[config.mk]
export PLATFORM = sky130hd
export DESIGN_NAME = fsq_setup_hist
export DESIGN_NICKNAME = d
export VERILOG_FILES = /design/src/hw/fsq_pkg.sv /design/src/hw/fsq_setup_hist.sv
export SDC_FILE = /design/constraint.sdc
export NUM_CORES = 1
export LEC_CHECK = 0
export ABC_AREA = 1
export ABC_CLOCK_PERIOD_IN_PS = 1300
export BUFFER_PORTS_ARGS = -buffer_cell sky130_fd_sc_hd__buf_2
export CAP_MARGIN = 20
export CORE_MARGIN = 8
export CORE_UTILIZATION = 45
export CTS_CLUSTER_DIAMETER = 50
export DETAILED_ROUTE_END_ITERATION = 16
export PLACE_DENSITY = 0.77
export SLEW_MARGIN = 10
export SYNTH_ARGS = -nofsm -noshare
export SYNTH_HDL_FRONTEND = slang
export SYNTH_SLANG_ARGS = --single-unit
[constraint.sdc]
create_clock -name mclk -period 1.3 [get_ports mclk]
set_input_delay 0.26 -clock mclk [delete_from_list [all_inputs] [get_ports mclk]]
set_output_delay 0.26 -clock mclk [all_outputs]
set_load 0.02 [all_outputs]
[src/hw/fsq_pkg.sv]
// Purpose: constants and types for the set-up init and command history block
// Assumes: 16-bit register port, byte addresses as printed
// Notes:   the command engine lies outside this block
package fsq_pkg;
   localparam int            FSQ_ADDR_W          = 8;
   localparam int            FSQ_DATA_W          = 16;
   localparam logic [7:0]    FSQ_SETUP_INIT_OFS  = 8'h8C;
   localparam logic [7:0]    FSQ_CMD_HIST_OFS    = 8'hA0;
   localparam logic [15:0]   FSQ_SETUP_INIT_RST  = 16'h0000;
   localparam logic [15:0]   FSQ_CMD_HIST_RST    = 16'hFFFF;
   localparam logic [7:0]    FSQ_INIT_KEY        = 8'h2D;
   localparam int            FSQ_KEY_MSB         = 15;
   localparam int            FSQ_KEY_LSB         = 8;
   localparam int            FSQ_INIT_BIT        = 0;
   localparam int            FSQ_BYTE_HI_MSB     = 15;
   localparam int            FSQ_BYTE_HI_LSB     = 8;
   localparam int            FSQ_BYTE_LO_MSB     = 7;
   localparam int            FSQ_BYTE_LO_LSB     = 0;
   localparam logic [15:0]   FSQ_READ_ZERO       = 16'h0000;
   // final code of every two-code command
   localparam logic [7:0]    FSQ_CMD_FINAL       = 8'hD0;

   // one-cycle report from the command engine of an accepted command
   typedef struct packed {
      logic       valid;
      logic       two_code;
      logic [7:0] code;
   } fsq_cmd_type;

   // register port request
   typedef struct packed {
      logic                  wr;
      logic                  rd;
      logic [FSQ_ADDR_W-1:0] addr;
      logic [FSQ_DATA_W-1:0] wdata;
   } fsq_bus_type;
endpackage

[src/hw/fsq_setup_hist.sv]
// Purpose: key-protected set-up init register and command history register
// Assumes: command engine reports accepted commands and its busy window
// Notes:   outputs come straight from flip-flops
`timescale 1ns/1ps
`default_nettype none

module fsq_setup_hist (
   // clock and reset
   input  wire logic            mclk,
   input  wire logic            rst_b,
   // register port
   input  wire fsq_pkg::fsq_bus_type bus,
   output var  logic [15:0]     rdata,
   // command engine
   input  wire fsq_pkg::fsq_cmd_type cmd,
   input  wire logic            cmd_busy,
   input  wire logic            cmd_locked,
   // set-up register initialize
   output var  logic            setup_init_pulse
);
   import fsq_pkg::*;

   // stored state
   logic                  setup_init_bit_reg;
   logic [7:0]            latest_cmd_code_reg;
   logic [7:0]            previous_cmd_code_reg;

   // register port decode
   logic                  sel_setup_init;
   logic                  wr_setup_init;
   logic                  key_match;
   logic                  init_allowed;
   logic                  init_write;
   logic                  init_one;

   // command report decode
   logic                  cmd_single;
   logic                  cmd_double;

   // byte address match
   function automatic logic hit(
      input logic [FSQ_ADDR_W-1:0] a,
      input logic [FSQ_ADDR_W-1:0] ofs
   );
      hit = (a == ofs);
   endfunction

   // key byte only gates the write; nothing of it is kept
   function automatic logic key_ok(
      input logic [FSQ_DATA_W-1:0] w
   );
      key_ok = (w[FSQ_KEY_MSB:FSQ_KEY_LSB] == FSQ_INIT_KEY);
   endfunction

   // read-back word; key and reserved bits are never placed, so they read zero
   function automatic logic [FSQ_DATA_W-1:0] read_word(
      input logic [FSQ_ADDR_W-1:0] a,
      input logic                  init_bit,
      input logic [7:0]            latest,
      input logic [7:0]            previous
   );
      logic [FSQ_DATA_W-1:0] w;
      w = FSQ_READ_ZERO;
      case (a)
         FSQ_SETUP_INIT_OFS: begin
            w[FSQ_INIT_BIT] = init_bit;
         end
         FSQ_CMD_HIST_OFS: begin
            w[FSQ_BYTE_HI_MSB:FSQ_BYTE_HI_LSB] = latest;
            w[FSQ_BYTE_LO_MSB:FSQ_BYTE_LO_LSB] = previous;
         end
         default: begin
            w = FSQ_READ_ZERO;
         end
      endcase
      read_word = w;
   endfunction

   // register port decode
   assign sel_setup_init = hit(bus.addr, FSQ_SETUP_INIT_OFS);
   assign wr_setup_init  = bus.wr && sel_setup_init;
   assign key_match      = key_ok(bus.wdata);

   // busy spans first command write to ready rising; lock state re-opens writes
   assign init_allowed   = !cmd_busy || cmd_locked;
   assign init_write     = wr_setup_init && key_match && init_allowed;
   assign init_one       = init_write && bus.wdata[FSQ_INIT_BIT];

   // one report per command; two-code ones carry the first code, the final code is fixed
   assign cmd_single     = cmd.valid && !cmd.two_code;
   assign cmd_double     = cmd.valid && cmd.two_code;

   // init bit keeps the last accepted value; refused writes leave it alone
   always_ff @(posedge mclk) begin
      if (!rst_b) begin
         setup_init_bit_reg <= FSQ_SETUP_INIT_RST[FSQ_INIT_BIT];
      end else if (init_write) begin
         setup_init_bit_reg <= bus.wdata[FSQ_INIT_BIT];
      end
   end

   // pulse each accepted write of one; writing zero leaves set-up alone
   always_ff @(posedge mclk) begin
      if (!rst_b) begin
         setup_init_pulse <= 1'b0;
      end else begin
         setup_init_pulse <= init_one;
      end
   end

   // history has no write path at all, so software writes are dropped
   always_ff @(posedge mclk) begin
      if (!rst_b) begin
         latest_cmd_code_reg <= FSQ_CMD_HIST_RST[FSQ_BYTE_HI_MSB:FSQ_BYTE_HI_LSB];
      end else if (cmd_double) begin
         latest_cmd_code_reg <= FSQ_CMD_FINAL;
      end else if (cmd_single) begin
         latest_cmd_code_reg <= cmd.code;
      end
   end

   // a two-code command overwrites the older byte instead of shifting it
   always_ff @(posedge mclk) begin
      if (!rst_b) begin
         previous_cmd_code_reg <= FSQ_CMD_HIST_RST[FSQ_BYTE_LO_MSB:FSQ_BYTE_LO_LSB];
      end else if (cmd_double) begin
         previous_cmd_code_reg <= cmd.code;
      end else if (cmd_single) begin
         previous_cmd_code_reg <= latest_cmd_code_reg;
      end
   end

   // read data stand in the cycle after each cycle with bus.rd, zero otherwise
   always_ff @(posedge mclk) begin
      if (!rst_b) begin
         rdata <= FSQ_READ_ZERO;
      end else if (bus.rd) begin
         rdata <= read_word(bus.addr, setup_init_bit_reg, latest_cmd_code_reg, previous_cmd_code_reg);
      end else begin
         rdata <= FSQ_READ_ZERO;
      end
   end
endmodule

`default_nettype wire

==> results.md <==
- Status: complete, no violations
- GPL Wtd Cong: approximately 0.74
- Synth warn: 0
- Count of pins over their slew limit: 0
- Largest net degree at the start of global routing: 16
- DP Wirelength: 2130 µm
- CP top delay family: flip-flops
- I/O pins: 57
- Post-Syn Area: 1270 µm²
- Startpoint types: register
- Syn_nets: 191
- Initial DRT Pass Iterations: 4
- Layout cells sized above 1: 0.370
- # Post-CTS Setup Buffers: 0
- Worst Path Buf+Inv: 1
- RSZ-0062 raised after global routing: false
- PD cells: 1090 nW/µm²
- CTS buffer count: 5
- Crit path kind: register to output port
- Mean Syn Cell Area: 8.43 µm²
- Largest family of logic cells by synthesized area: simple AND/OR/NAND/NOR gates
- Die Y: between 60 and 70 µm
- Root Driver: clkbuf_4
- Remaining antenna violation count: 0
- CP Data Arrival Time: 810 ps
- Drt wl/cell: about 11 µm
- Max reg flops: 16
- Max clock buf depth: 2
- Finish-stage setup viols: 0
- Antenna cells: 0
- Post-Layout Cell Count: 242
- Vias per cell: about 4.5
- Sequential fraction of the synthesis area: 0.535
- Adder-cell area share of the yosys netlist: 0
- Gr ovfl total: 0
- DR iter-0 viols: 49
- Port Buffers: a little under 50
- Number of hold buffers added after CTS: 0
- Die area: 4790 µm²
- Synth top area share: 0.535
- Achievable frequency: 937 MHz
- Via count: roughly 1100
- Initial core utilization: 0.470
- Mux share of post-synthesis cell area: 0
- Max_cap viols: 0
- Final instance area: around 1600 µm²
- Crit path time final: 1070 ps
- Synth cell types: 18
- Width of the die: 69.2 µm
- Crit-path cells: buf_2
- Core ar.: 2710 µm²
- Area leader, netlist: dfxtp_1
- Ranking of synthesized cells by area: dfxtp_1 53%, o211ai_1 9.4%, nand2_1 8.3%
- Std cell rows: 19
- Ratio of final minimum period to clock period: 0.821
- CTS tree: yes
- CP max stage cell: dfxtp_1
- Xor-xnor portion of the synthesized cell area: 0
- Worst setup EP type: output port
- Layout Skew: approximately 12 ps
- Worst Hold Margin: 159 ps
- Drt drc: 0
- Required time of the critical path: 1040 ps
- Hold Path Class: input port to register
- CTS sink count: 34
- Place WS: 147 ps
- Vias in the first global route: 1082
- Mapped Cells: 151
- Initial antenna violation count: 0
- Nets@finish: 251
- Simple-gate share of the synthesized area: 0.229
- Synth Register Bits: 34
- Compound-Gate Fraction of Synth Area: 0.126
- Least-Margin Pin Slew: 255 ps
- Latest clock arrival within the worst-skew pair: 330 ps
- Syn-to-layout area delta: 28.9%
- H-tree Lvls: 2
- Hold Vio Cnt, Final: 0
- Critical path fanouts, max: 1
- Fillers: 249
- Worst vdd ir: 763 µV
- Post-Route Setup TNS: 0 ps
- Gr usage total: 0.114
- Leakage dissipation: 0.913 nW
- Placed Area: about 1600 µm²
- Cells after DPL: 235
- Slew HR: 0.830
- Worst-path clk slew: approximately 100 ps
- Largest stage delay on the critical path: 320 ps
- Final WL: 2660 µm
- Post-cts gate resize count: 0
- Final WS setup: 232 ps
- First-pass GRT wire length: 4460 µm
## final cells by class
class / instances / area (µm²) / area share
timing repair buffer: 56 / 310 / 0.189
multi-input combinational: 84 / 452 / 0.275
sequential: 34 / 681 / 0.415
tap: 31 / 38.8 / 0.0236
clock buffer: 7 / 45.0 / 0.0275
inverter: 30 / 114 / 0.0694
## cells by family (layout without fill, tap and decap cells)
family	Yosys count	count (layout)
and+or+nand+nor	60	60
DFF	34	34
buffers and inverters	33	93
AOI/OAI and AO/OA	24	24
## stage by stage
step,total power (W),util
2_1_floorplan,0.00121,-
5_1_grt,0.00187,0.605
6_report,0.00179,0.605
4_1_cts,0.00182,0.605
3_5_place_dp,0.00130,0.589
3_3_place_gp,0.00130,0.589
## placed cells by master, fill, tap and decap left out
cell type	netlist	final
buf_2	0	49
dfxtp_1	34	34
nand2_1	28	28
inv_1	25	25
o211ai_1	16	16
nor2_1	13	13
nor2_2	11	11
a21oi_1	8	8
buf_4	2	6
clkbuf_4	0	5
inv_2	2	2
clkinv_1	2	2
nand4_1	2	2
nand3_1	2	2
clkbuf_1	0	2
nand2_2	1	1
clkinv_2	1	1
nand4_4	1	1
nor2_4	1	1
nor3b_1	1	1
buf_12	0	1
## metal layers
layer / up-vias / share of wire / GRT usage / routed length, µm
li1: 587 / - / - / -
met1: 446 / 0.45 / 0.112 / 1200
met2: 43 / 0.44 / 0.181 / 1170
met3: 7 / 0.088 / 0.0658 / 233
met4: 0 / 0.024 / 0.0683 / 63
met5: - / 0 / 0 / 0
## Yosys cell counts
cell type  instances
nand3_1            2
buf_4              2
o211ai_1          16
nand2_1           28
nand4_1            2
inv_2              2
nor2_2            11
nor3b_1            1
nor2_4             1
nand4_4            1
clkinv_2           1
dfxtp_1           34
nor2_1            13
buf_6              1
nand2_2            1
a21oi_1            8
clkinv_1           2
inv_1             25
## path summary, 6_finish.rpt
path	end	slack, ps	startpoint	cells past startpoint
setup / recovery	rdata[2]	230	rdata[2]$_SDFF_PN0_	1
setup reg to reg	previous_cmd_code_reg[3]$_SDFFE_PN1P_	620	previous_cmd_code_reg[3]$_SDFFE_PN1P_	2
hold reg to reg	rdata[6]$_SDFF_PN0_	430	previous_cmd_code_reg[6]$_SDFFE_PN1P_	2
hold / removal	latest_cmd_code_reg[4]$_SDFFE_PP1N_	160	cmd[4]	3
## where the power goes
group          total (W)  leakage [nW]  switching (W)  internal, W
registers        0.00109         0.278      0.0000134      0.00108
clock network   0.000518        0.0254       0.000314     0.000204
logic           0.000185         0.610       0.000101    0.0000840
Power figures use the tool's default switching activity.
